==> config.mk <==
export PLATFORM = sky130hd
export DESIGN_NAME = psc_top
export DESIGN_NICKNAME = d
export VERILOG_FILES = /design/src/psc_pkg.sv /design/src/psc_top.sv /design/src/psc_mdio.sv
export SDC_FILE = /design/constraint.sdc
export NUM_CORES = 1
export LEC_CHECK = 0
export BUFFER_PORTS_ARGS = -buffer_cell sky130_fd_sc_hd__buf_2
export CAP_MARGIN = 30
export CORE_MARGIN = 3
export CORE_UTILIZATION = 39
export DETAILED_ROUTE_END_ITERATION = 6
export HOLD_SLACK_MARGIN = 0.08
export PLACE_DENSITY = 0.62
export REMOVE_ABC_BUFFERS = 1
export SLEW_MARGIN = 15
export SYNTH_ARGS = -nofsm -noshare
export SYNTH_HDL_FRONTEND = slang
export SYNTH_SLANG_ARGS = --single-unit
==> constraint.sdc <==
create_clock -name ref_clk -period 2.4 [get_ports ref_clk]
set_input_delay 0.12 -clock ref_clk [delete_from_list [all_inputs] [get_ports ref_clk]]
set_output_delay 0.12 -clock ref_clk [all_outputs]
set_load 0.01 [all_outputs]
==> src/psc_pkg.sv <==
// Purpose: shared constants and types of the strap loader and management map
// Assumes: 5-bit management register index, 16-bit registers
// Notes: reset values below are the seeds before any strap is applied
package psc_pkg;
	localparam logic [4:0] A_CTRL = 5'h00;
	localparam logic [4:0] A_STAT = 5'h01;
	localparam logic [4:0] A_IDHI = 5'h02;
	localparam logic [4:0] A_IDLO = 5'h03;
	localparam logic [4:0] A_ADV  = 5'h04;
	localparam logic [4:0] A_LPA  = 5'h05;
	localparam logic [4:0] A_EXP  = 5'h06;
	localparam logic [4:0] A_CFG  = 5'h11;
	localparam logic [4:0] A_IEN  = 5'h12;
	localparam logic [4:0] A_FAST = 5'h13;
	localparam logic [4:0] A_MODE = 5'h14;
	localparam int CTL_RST  = 15;
	localparam int CTL_LOOP = 14;
	localparam int CTL_SPD  = 13;
	localparam int CTL_AN   = 12;
	localparam int CTL_PD   = 11;
	localparam int CTL_ISO  = 10;
	localparam int CTL_RSAN = 9;
	localparam int CTL_DPX  = 8;
	localparam int CTL_COLT = 7;
	localparam int ADV_F100 = 8;
	localparam int ADV_H100 = 7;
	localparam int ADV_F10  = 6;
	localparam int ADV_H10  = 5;
	localparam int FST_NRZI = 7;
	localparam int FST_CODE = 6;
	localparam int FST_SCR  = 0;
	localparam int STA_LINK = 2;
	localparam int STA_ANOK = 5;
	localparam int SP_AN    = 0;
	localparam int SP_NRZI  = 1;
	localparam int SP_CODE  = 2;
	localparam int SP_SCR   = 3;
	localparam int SP_SPD   = 4;
	localparam logic [15:0] CTL_RV  = 16'h3000;
	localparam logic [15:0] ADV_RV  = 16'h01E1;
	localparam logic [15:0] FST_RV  = 16'h00C0;
	localparam logic [15:0] STA_CAP = 16'h7808;
	localparam logic [15:0] CTL_WM  = 16'hFF80;
	localparam logic [15:0] ADV_WM  = 16'hFFE0;
	localparam logic [15:0] FST_WM  = 16'h00C1;
	localparam logic [2:0]  LOAD_CYC = 3'h3;
	localparam int PRE_ONES = 32;
	localparam logic [1:0] OP_RD = 2'h2;
	localparam logic [1:0] OP_WR = 2'h1;
	localparam logic [4:0] HDR_LAST = 5'h0C;
	localparam logic [4:0] DAT_LAST = 5'h0F;
	typedef enum logic {LD_WAIT, LD_RUN} psc_ld_e;
	typedef enum logic [1:0] {MD_IDLE, MD_HDR, MD_TA, MD_DATA} psc_md_e;
endpackage

==> src/psc_top.sv <==
// Purpose: strap loader and management register map of the transceiver
// Assumes: strap and address pins are asynchronous and settle before rst falls
// Notes: control bit 15 reloads straps as a reset does
//
// What this block does
// straps sampled at reset only seed registers; later management writes rule them
// with autoneg on, strap pair and duplex strap seed advertisement bits 8..5
// autoneg strap low leaves advertisement bits 8..5 at defaults
// each address pin sampled low gives active-high LED, high gives active-low
// five sampled address pins form the address; only matching frames answered
// sampled address zero starts the device isolated, management still reachable
// eleven 16-bit registers at indices 0 to 6 and 17 to 20
// each multi-function strap seeds one control or coding bit
// with autoneg off, duplex strap sets or clears the duplex select bit
// unimplemented indices read zero and ignore writes
`timescale 1ns/1ns
`default_nettype none
module psc_top
	import psc_pkg::*;
#(
	parameter logic [15:0] ID_HIGH = 16'h1234,
	parameter logic [15:0] ID_LOW  = 16'h5670,
	parameter int          LED_N   = 5
)(
	input  wire logic        ref_clk,
	input  wire logic        rst,
	input  wire logic [4:0]  multi_function_straps,
	input  wire logic [1:0]  adv_pair_straps,
	input  wire logic        full_duplex_strap,
	input  wire logic [4:0]  led_addr_pins,
	input  wire logic [4:0]  led_on,
	input  wire logic        link_up,
	input  wire logic        an_complete,
	input  wire logic [15:0] partner_ability_in,
	input  wire logic        mdc,
	input  wire logic        mdio_in,
	output logic             mdio_out,
	output logic             mdio_oe,
	output logic      [4:0]  led_out,
	output logic             cfg_ready,
	output logic             isolate,
	output logic             power_down,
	output logic             loopback,
	output logic             speed_100,
	output logic             autoneg_en,
	output logic             full_duplex,
	output logic             coll_test,
	output logic             an_restart,
	output logic             nrzi_en,
	output logic             coding_en,
	output logic             scrambler_dis
);
	typedef struct packed {
		psc_ld_e     st;
		logic [2:0]  cnt;
		logic [4:0]  ms1;
		logic [4:0]  ms2;
		logic [1:0]  cf1;
		logic [1:0]  cf2;
		logic        fd1;
		logic        fd2;
		logic [4:0]  pa1;
		logic [4:0]  pa2;
		logic [4:0]  smp_ms;
		logic [1:0]  smp_cf;
		logic        smp_fd;
		logic [4:0]  phy;
		logic [4:0]  pol;
		logic [15:0] ctl;
		logic [15:0] adv;
		logic [15:0] fst;
		logic [15:0] ien;
		logic [15:0] mode;
		logic [4:0]  led;
		logic        anr;
	} psc_top_s;

	psc_top_s    q;
	psc_top_s    d;
	logic [4:0]  reg_addr;
	logic        wr_stb;
	logic [15:0] wr_data;
	logic [15:0] rd_data;
	logic        load_done;

	if (LED_N != 5)
		$error("LED and address pins are fixed at five");

	function automatic logic is_impl(input logic [4:0] a);
		case (a)
			A_CTRL, A_STAT, A_IDHI, A_IDLO, A_ADV, A_LPA, A_EXP,
			A_CFG, A_IEN, A_FAST, A_MODE:
				is_impl = 1'b1;
			default:
				is_impl = 1'b0;
		endcase
	endfunction

	function automatic logic [15:0] merge(input logic [15:0] o, input logic [15:0] n, input logic [15:0] m);
		merge = (o & ~m) | (n & m);
	endfunction

	psc_mdio u_mdio
	(
		.ref_clk  (ref_clk),
		.rst      (rst),
		.mdc      (mdc),
		.mdio_in  (mdio_in),
		.phy_addr (q.phy),
		.rd_data  (rd_data),
		.reg_addr (reg_addr),
		.wr_stb   (wr_stb),
		.wr_data  (wr_data),
		.mdio_out (mdio_out),
		.mdio_oe  (mdio_oe)
	);

	assign load_done = (q.st == LD_WAIT) && (q.cnt == LOAD_CYC);

	// read mux; link inputs show live in the status word, the sampled address in the config word
	always_comb
	begin
		rd_data = 16'h0000;
		case (reg_addr)
			A_CTRL: rd_data = q.ctl;
			A_STAT:
			begin
				rd_data = STA_CAP;
				rd_data[STA_LINK] = link_up;
				rd_data[STA_ANOK] = an_complete;
			end
			A_IDHI: rd_data = ID_HIGH;
			A_IDLO: rd_data = ID_LOW;
			A_ADV: rd_data = q.adv;
			A_LPA: rd_data = partner_ability_in;
			A_EXP: rd_data = 16'h0000;
			A_CFG: rd_data = {11'h000, q.phy};
			A_IEN: rd_data = q.ien;
			A_FAST: rd_data = q.fst;
			A_MODE: rd_data = q.mode;
			default: rd_data = 16'h0000;
		endcase
	end

	always_comb
	begin
		d = q;
		d.ms1 = multi_function_straps;
		d.ms2 = q.ms1;
		d.cf1 = adv_pair_straps;
		d.cf2 = q.cf1;
		d.fd1 = full_duplex_strap;
		d.fd2 = q.fd1;
		d.pa1 = led_addr_pins;
		d.pa2 = q.pa1;
		d.anr = 1'b0;
		d.ctl[CTL_RSAN] = 1'b0;
		d.led = led_on ^ q.pol;
		case (q.st)
			LD_WAIT:
			begin
				// lamps dark at the pin level while loading; a stale polarity would light them
				d.led = q.pa2;
				d.cnt = q.cnt + 3'h1;
				// wait lets the pin synchronisers flush after reset release
				if (q.cnt == LOAD_CYC)
				begin
					d.st = LD_RUN;
					d.cnt = 3'h0;
					d.smp_ms = q.ms2;
					d.smp_cf = q.cf2;
					d.smp_fd = q.fd2;
					d.phy = q.pa2;
					d.pol = q.pa2;
					// lamps take the new polarity in the same cycle as cfg_ready
					d.led = led_on ^ q.pa2;
					d.ctl = CTL_RV;
					d.ctl[CTL_SPD] = q.ms2[SP_SPD];
					d.ctl[CTL_AN] = q.ms2[SP_AN];
					d.ctl[CTL_ISO] = (q.pa2 == 5'h00);
					d.ctl[CTL_DPX] = !q.ms2[SP_AN] && q.fd2;
					d.adv = ADV_RV;
					if (q.ms2[SP_AN])
					begin
						d.adv[ADV_H100] = q.cf2[0];
						d.adv[ADV_H10] = q.cf2[1];
						d.adv[ADV_F100] = q.cf2[0] && q.fd2;
						d.adv[ADV_F10] = q.cf2[1] && q.fd2;
					end
					d.fst = FST_RV;
					d.fst[FST_NRZI] = q.ms2[SP_NRZI];
					d.fst[FST_CODE] = q.ms2[SP_CODE];
					d.fst[FST_SCR] = q.ms2[SP_SCR];
					d.ien = 16'h0000;
					d.mode = 16'h0000;
				end
			end
			LD_RUN:
			begin
				// after seeding only management writes move these
				if (wr_stb && is_impl(reg_addr))
				begin
					case (reg_addr)
						A_CTRL:
						begin
							d.ctl = merge(q.ctl, wr_data, CTL_WM);
							d.anr = wr_data[CTL_RSAN];
							if (wr_data[CTL_RST])
							begin
								d.st = LD_WAIT;
								d.cnt = 3'h0;
							end
						end
						A_ADV: d.adv = merge(q.adv, wr_data, ADV_WM);
						A_IEN: d.ien = wr_data;
						A_FAST: d.fst = merge(q.fst, wr_data, FST_WM);
						A_MODE: d.mode = wr_data;
						default: d.anr = 1'b0;
					endcase
				end
			end
			default:
				d.st = LD_WAIT;
		endcase
	end

	always_ff @(posedge ref_clk)
	begin
		if (rst)
			q <= '{st: LD_WAIT, ctl: CTL_RV, adv: ADV_RV, fst: FST_RV, default: '0};
		else
			q <= d;
	end

	assign led_out = q.led;
	assign cfg_ready = (q.st == LD_RUN);
	assign isolate = q.ctl[CTL_ISO];
	assign power_down = q.ctl[CTL_PD];
	assign loopback = q.ctl[CTL_LOOP];
	assign speed_100 = q.ctl[CTL_SPD];
	assign autoneg_en = q.ctl[CTL_AN];
	assign full_duplex = q.ctl[CTL_DPX];
	assign coll_test = q.ctl[CTL_COLT];
	assign an_restart = q.anr;
	assign nrzi_en = q.fst[FST_NRZI];
	assign coding_en = q.fst[FST_CODE];
	assign scrambler_dis = q.fst[FST_SCR];

	property p_no_strap_after;
		@(posedge ref_clk) disable iff (rst)
		(q.st == LD_RUN && !wr_stb) |=> ($stable(q.ctl[14:10]) && $stable(q.adv) && $stable(q.fst));
	endproperty
	a_no_strap_after: assert property (p_no_strap_after)
		else $error("registers moved without a management write");

	property p_adv_seed;
		@(posedge ref_clk) disable iff (rst)
		(load_done && q.ms2[SP_AN]) |=> (q.adv[ADV_H100] == q.smp_cf[0] && q.adv[ADV_H10] == q.smp_cf[1]
			&& q.adv[ADV_F100] == (q.smp_cf[0] && q.smp_fd) && q.adv[ADV_F10] == (q.smp_cf[1] && q.smp_fd));
	endproperty
	a_adv_seed: assert property (p_adv_seed)
		else $error("advertisement not seeded from straps");

	property p_adv_default;
		@(posedge ref_clk) disable iff (rst)
		(load_done && !q.ms2[SP_AN]) |=> (q.adv[8:5] == ADV_RV[8:5]);
	endproperty
	a_adv_default: assert property (p_adv_default)
		else $error("advertisement not at default with autoneg off");

	property p_led_pol;
		@(posedge ref_clk) disable iff (rst)
		(q.st == LD_RUN) ##1 (q.st == LD_RUN) |-> (q.led == ($past(led_on) ^ q.pol));
	endproperty
	a_led_pol: assert property (p_led_pol)
		else $error("lamp polarity differs from sampled pin");

	property p_addr_seed;
		@(posedge ref_clk) disable iff (rst)
		load_done |=> (q.phy == q.pol && q.phy == $past(q.pa2));
	endproperty
	a_addr_seed: assert property (p_addr_seed)
		else $error("address not taken from pins");

	property p_iso_zero;
		@(posedge ref_clk) disable iff (rst)
		load_done |=> (q.ctl[CTL_ISO] == (q.phy == 5'h00)) ##1 (isolate == (q.phy == 5'h00) || $past(wr_stb));
	endproperty
	a_iso_zero: assert property (p_iso_zero)
		else $error("isolation does not follow address zero");

	property p_write_lands;
		@(posedge ref_clk) disable iff (rst)
		(q.st == LD_RUN && wr_stb && reg_addr == A_MODE) |=> (q.mode == $past(wr_data));
	endproperty
	a_write_lands: assert property (p_write_lands)
		else $error("write to mode register lost");

	property p_strap_seed;
		@(posedge ref_clk) disable iff (rst)
		load_done |=> (q.ctl[CTL_AN] == q.smp_ms[SP_AN] && q.ctl[CTL_SPD] == q.smp_ms[SP_SPD]
			&& q.fst[FST_NRZI] == q.smp_ms[SP_NRZI] && q.fst[FST_CODE] == q.smp_ms[SP_CODE]
			&& q.fst[FST_SCR] == q.smp_ms[SP_SCR]);
	endproperty
	a_strap_seed: assert property (p_strap_seed)
		else $error("control bits not seeded from multi-function straps");

	property p_dpx_seed;
		@(posedge ref_clk) disable iff (rst)
		load_done |=> (q.ctl[CTL_DPX] == (!q.smp_ms[SP_AN] && q.smp_fd));
	endproperty
	a_dpx_seed: assert property (p_dpx_seed)
		else $error("duplex select not seeded from strap");

	property p_hole_zero;
		@(posedge ref_clk) disable iff (rst)
		!is_impl(reg_addr) |-> (rd_data == 16'h0000);
	endproperty
	a_hole_zero: assert property (p_hole_zero)
		else $error("unimplemented index reads nonzero");
endmodule
`default_nettype wire

==> src/psc_mdio.sv <==
// Purpose: serial management frame engine, read and write of one register
// Assumes: mdc far slower than ref_clk; both pins oversampled
// Notes: output changes one sync delay after the mdc rising edge
`timescale 1ns/1ns
`default_nettype none
module psc_mdio
	import psc_pkg::*;
#(
	parameter int PRE_LEN = PRE_ONES
)(
	input  wire logic        ref_clk,
	input  wire logic        rst,
	input  wire logic        mdc,
	input  wire logic        mdio_in,
	input  wire logic [4:0]  phy_addr,
	input  wire logic [15:0] rd_data,
	output logic      [4:0]  reg_addr,
	output logic             wr_stb,
	output logic      [15:0] wr_data,
	output logic             mdio_out,
	output logic             mdio_oe
);
	typedef struct packed {
		psc_md_e     st;
		logic        c1;
		logic        c2;
		logic        c3;
		logic        i1;
		logic        i2;
		logic [5:0]  ones;
		logic [4:0]  cnt;
		logic [15:0] sh;
		logic        rd;
		logic [4:0]  fphy;
		logic [4:0]  addr;
		logic        wr;
		logic        oe;
		logic        out;
	} psc_md_s;

	psc_md_s q;
	psc_md_s d;
	logic [12:0] hdr;

	if (PRE_LEN < 1 || PRE_LEN > 63)
		$error("preamble length out of range");

	assign hdr = {q.sh[11:0], q.i2};

	always_comb
	begin
		d = q;
		d.c1 = mdc;
		d.c2 = q.c1;
		d.c3 = q.c2;
		d.i1 = mdio_in;
		d.i2 = q.i1;
		d.wr = 1'b0;
		if (q.c2 && !q.c3)
		begin
			d.cnt = q.cnt + 5'h01;
			case (q.st)
				MD_IDLE:
				begin
					if (q.i2)
						d.ones = (q.ones == 6'h3F) ? q.ones : q.ones + 6'h01;
					else
					begin
						if (q.ones >= 6'(PRE_LEN))
							d.st = MD_HDR;
						d.ones = 6'h00;
						d.cnt = 5'h00;
					end
				end
				MD_HDR:
				begin
					d.sh = {q.sh[14:0], q.i2};
					if (q.cnt == HDR_LAST)
					begin
						d.cnt = 5'h00;
						d.rd = (hdr[11:10] == OP_RD);
						d.fphy = hdr[9:5];
						d.addr = hdr[4:0];
						// foreign addresses drop back to idle, sharing the bus
						if (hdr[12] && (hdr[11:10] == OP_RD || hdr[11:10] == OP_WR) && hdr[9:5] == phy_addr)
							d.st = MD_TA;
						else
							d.st = MD_IDLE;
					end
				end
				MD_TA:
				begin
					if (q.cnt == 5'h00)
					begin
						d.oe = q.rd;
						d.out = 1'b0;
					end
					else
					begin
						d.st = MD_DATA;
						d.cnt = 5'h00;
						if (q.rd)
						begin
							d.out = rd_data[15];
							d.sh = {rd_data[14:0], 1'b0};
						end
					end
				end
				MD_DATA:
				begin
					if (q.rd)
					begin
						d.out = q.sh[15];
						d.sh = {q.sh[14:0], 1'b0};
					end
					else
						d.sh = {q.sh[14:0], q.i2};
					if (q.cnt == DAT_LAST)
					begin
						d.oe = 1'b0;
						d.wr = !q.rd;
						d.st = MD_IDLE;
					end
				end
				default:
					d.st = MD_IDLE;
			endcase
		end
	end

	always_ff @(posedge ref_clk)
	begin
		if (rst)
			q <= '{st: MD_IDLE, default: '0};
		else
			q <= d;
	end

	assign reg_addr = q.addr;
	assign wr_stb = q.wr;
	assign wr_data = q.sh;
	assign mdio_out = q.out;
	assign mdio_oe = q.oe;

	property p_drive_own;
		@(posedge ref_clk) disable iff (rst)
		$rose(q.oe) |-> (q.fphy == phy_addr && q.rd);
	endproperty
	a_drive_own: assert property (p_drive_own)
		else $error("read answered for a foreign address");
endmodule
`default_nettype wire

==> summary.md <==
### Clocking
- **post-CTS sizing** 0
- **number of hold-repair buffers added at the cts stage** 26
- **total clock buffers created by CTS** 17
- **count of buffers added by post-CTS timing repair for setup** 0
- **CTS tree** done
- **maximum number of buffers from clock root to sink** 2
- **Clock Sinks** 140
- **buffer cell driving the clock tree root** sky130_fd_sc_hd__clkbuf_16
- **number of H-tree levels** 4
- **source-to-sink clock delay at the later pin of the worst-skew pair** 0.43 ns
- **clock input transition at the sequential cells of the worst setup and hold paths** 0.07 ns

### Global route
- **Remaining Overflow, GRT** 0
- **largest net degree at the start of global routing** 43
- **GR Util All Layers** 21.57%
- **number of global-route vias before repair** 5571
- **number of antenna violations at the first check in global routing** 0
- **global-route wire length before repair** 30.93 mm

### Drt
- **final wirelength** 18.96 mm
- **number of remaining DRC errors** 0
- **Avg WL per Cell** 17.59 um
- **remaining antenna violation count** 0
- **routed vias** 5949
- **number of vias per cell after detailed routing** 5.519
- **count of TritonRoute iterations in the first routing pass** 6
- **First DRT Iteration DRCs** 662

### Critical path
- **Critical Path Start Type** flip-flop
- **Setup CP Type** reg -> reg
- **cell chain of the critical path** or3_1 > nor3_2 > buf_4 > and2_0 > a21oi_1 > a21oi_1
- **register-to-register setup slack** 0.30 ns
- **Required @ worst endpoint** 2.76 ns
- **crit path DAT** 2.47 ns
- **WP buf/inv** 1
- **Critical Path Sink Type** flip-flop
- **Most Frequent Cell on Critical Path** sky130_fd_sc_hd__a21oi_1
- **Max stage delay cell, worst path** sky130_fd_sc_hd__or3_1
- **family with the most delay on the worst path** simple AND/OR/NAND/NOR gates
- **worst-path maximum fanout** 15
- **max incr delay on CP** 0.48 ns

### Timing
- **pin slew with the least headroom to its limit** 0.6474 ns
- **Rel. slew slack** 56.70%
- **minimum clock period after layout** 2.101 ns
- **unrepaired setup endpoints after global routing** false
- **share of the cycle needed by the critical path after routing** 87.55%
- **Fin. Hold Viols** 0
- **number of pins with negative max-slew slack in the final report** 0
- **setup slack of the critical path after layout** 0.2988 ns
- **setup violators final** 0
- **clock tree skew after final layout** 0.008491 ns
- **Fmax achieved** 475.9 MHz

### Synthesis
- **Seq/Total Area, Yosys** 42.81%
- **count of flip-flops with a built-in enable after synthesis** 0
- **cells after synthesis** 769
- **Synth Cell Area** 0.006548 mm2
- **most frequently used flop master after synthesis** sky130_fd_sc_hd__dfxtp_1
- **count of different cell masters after synthesis** 75
- **cell taking the most area after synthesis** sky130_fd_sc_hd__dfxtp_1
- **count of yosys warnings during synthesis** 0
- **proportion of register bits with asynchronous set or reset after synthesis** 0%
- **per-instance average area after synthesis** 8.514 um2
- **share of Yosys cell area claimed by the top area cell type** 42.81%
- **post-synthesis sequential element count** 140
- **leading cell types by total area after synthesis** sky130_fd_sc_hd__dfxtp_1 (43%), sky130_fd_sc_hd__a21oi_1 (5.9%), sky130_fd_sc_hd__nor2_1 (5.5%)

### Cells and area
- **number of antenna cells inserted** 0
- **most common cell after layout, fill and taps aside** sky130_fd_sc_hd__dfxtp_1
- **Final nets** 896
- **share of post-route cells with drive strength above 1** 18.68%
- **area added between synthesis and finish** 21.40%
- **most frequent cells in the layout** sky130_fd_sc_hd__dfxtp_1 (140), sky130_fd_sc_hd__nor2_1 (96), sky130_fd_sc_hd__a21oi_1 (77)

### Run status
- **outcome** finished clean

### Placed design
- **half-perimeter wire length of the detailed placement result** 13.02 mm
- **number of input and output port buffers inserted** 58
- **routability congestion estimate from global placement** 0.8941
- **worst slack at placement** 0.3442 ns

### Die
- **Rows** 46
- **width of the die** 135.6 um
- **floorplan die area** 0.01838 mm2
- **number of top-level design ports** 59
- **height of the die** 135.6 um
- **starting density of the core** 40.48%
- **Core Area** 0.01617 mm2

### Pwr
- **Power per Cell Area** 682.0 mW/mm2
- **static leakage** 3.045 nW
- **maximum VDD drop** 490.7 uV
- **total power consumption of the routed design** 5.421 mW

### Job
- **number of violations of the max-capacitance limit** 0

### Hold path
- **hold crit path type** in -> reg

-- registers in the layout (all words and copies together) (netlist names), 3 cells and up, named ones only --
signal / cells
u_mdio.reg_addr: 5
q: 67
u_mdio.wr_data: 16
d: 13
u_mdio.d: 3
u_mdio.q: 15
led_out: 5
-- worst paths after layout --
kind	start	end	cells after the start
worst max-delay path	u_mdio.reg_addr[2]	isolate	6
worst min-delay path	partner_ability_in[9]	u_mdio.wr_data[10]	4
worst max register to register	u_mdio.reg_addr[2]	isolate	6
worst min register to register	d[108]	q[108]	1
-- routing by layer --
metal | wire (um) | share of wire, % | track usage (%)
met5 | 0 | 0 | 0
met2 | 8608 | 45 | 32.66
met3 | 1418 | 7.5 | 5.312
met4 | 608 | 3.2 | 8.287
met1 | 8322 | 44 | 29.68
-- metrics by stage --
| step | cell area (um2) | util, % | cells | hold WS (ns) | setup TNS (ns) |
|---|---|---|---|---|---|
| floorplan | 6252 | - | 708 | 0.1846 | -1.042 |
| global placement | 7118 | 44.01 | 1020 | 0.3279 | 0 |
| detailed placement | 7118 | 44.01 | 1020 | 0.3336 | 0 |
| CTS | 7949 | 49.15 | 1078 | 0.09799 | 0 |
| global route | 7949 | 49.15 | 1078 | 0.1326 | 0 |
| finish | 7949 | 49.15 | 1078 | 0.1186 | 0 |
-- kinds of logic (layout without fill, tap and decap cells) --
family	after synthesis	in the layout	synth area share, %
AOI/OAI and AO/OA	186	186	19.07
xor gates and xnor gates	23	23	3.077
adders and majority gates	8	8	1.490
buffers and inverters	78	171	5.484
DFF	140	140	42.81
muxes	21	21	3.287
and+or+nand+nor	313	313	24.79
-- cells in the mapped netlist (all sizes together) (7+ instances only) --
library cell	number
a211oi	15
inv	17
a21o	8
nor2b	37
and3	13
ha	7
nand3	28
dfxtp	140
nand2	68
a22oi	9
xnor2	13
a31oi	10
buf	27
mux2i	17
clkbuf	34
nand2b	9
xor2	10
o21ai	17
a21oi	77
nor2	98
o22ai	10
nor3	19
-- cell type report --
type,instances,area [um2]
Timing Repair Buffer,122,850.8
Tap cell,216,270.3
Clock buffer,17,425.4
Clock inverter,15,145.1
Sequential cell,140,2803
Fill cell,1543,8224
Inverter,17,63.81
Multi-Input combinational cell,551,3391
-- worst min-delay path, delay by kind of cell --
kind | cells | cell delay, ns
AOI/OAI and AO/OA | 2 | 0.21
buffers and inverters | 1 | 0.10
and+or+nand+nor | 1 | 0.07
-- where the power goes --
| part | switching, mW | leakage [nW] | internal, mW |
|---|---|---|---|
| combinational | 0.250 | 1.62 | 0.192 |
| clock | 1.17 | 0.286 | 1.38 |
| sequential | 0.0409 | 1.14 | 2.39 |
Power figures use the tool's default switching activity.
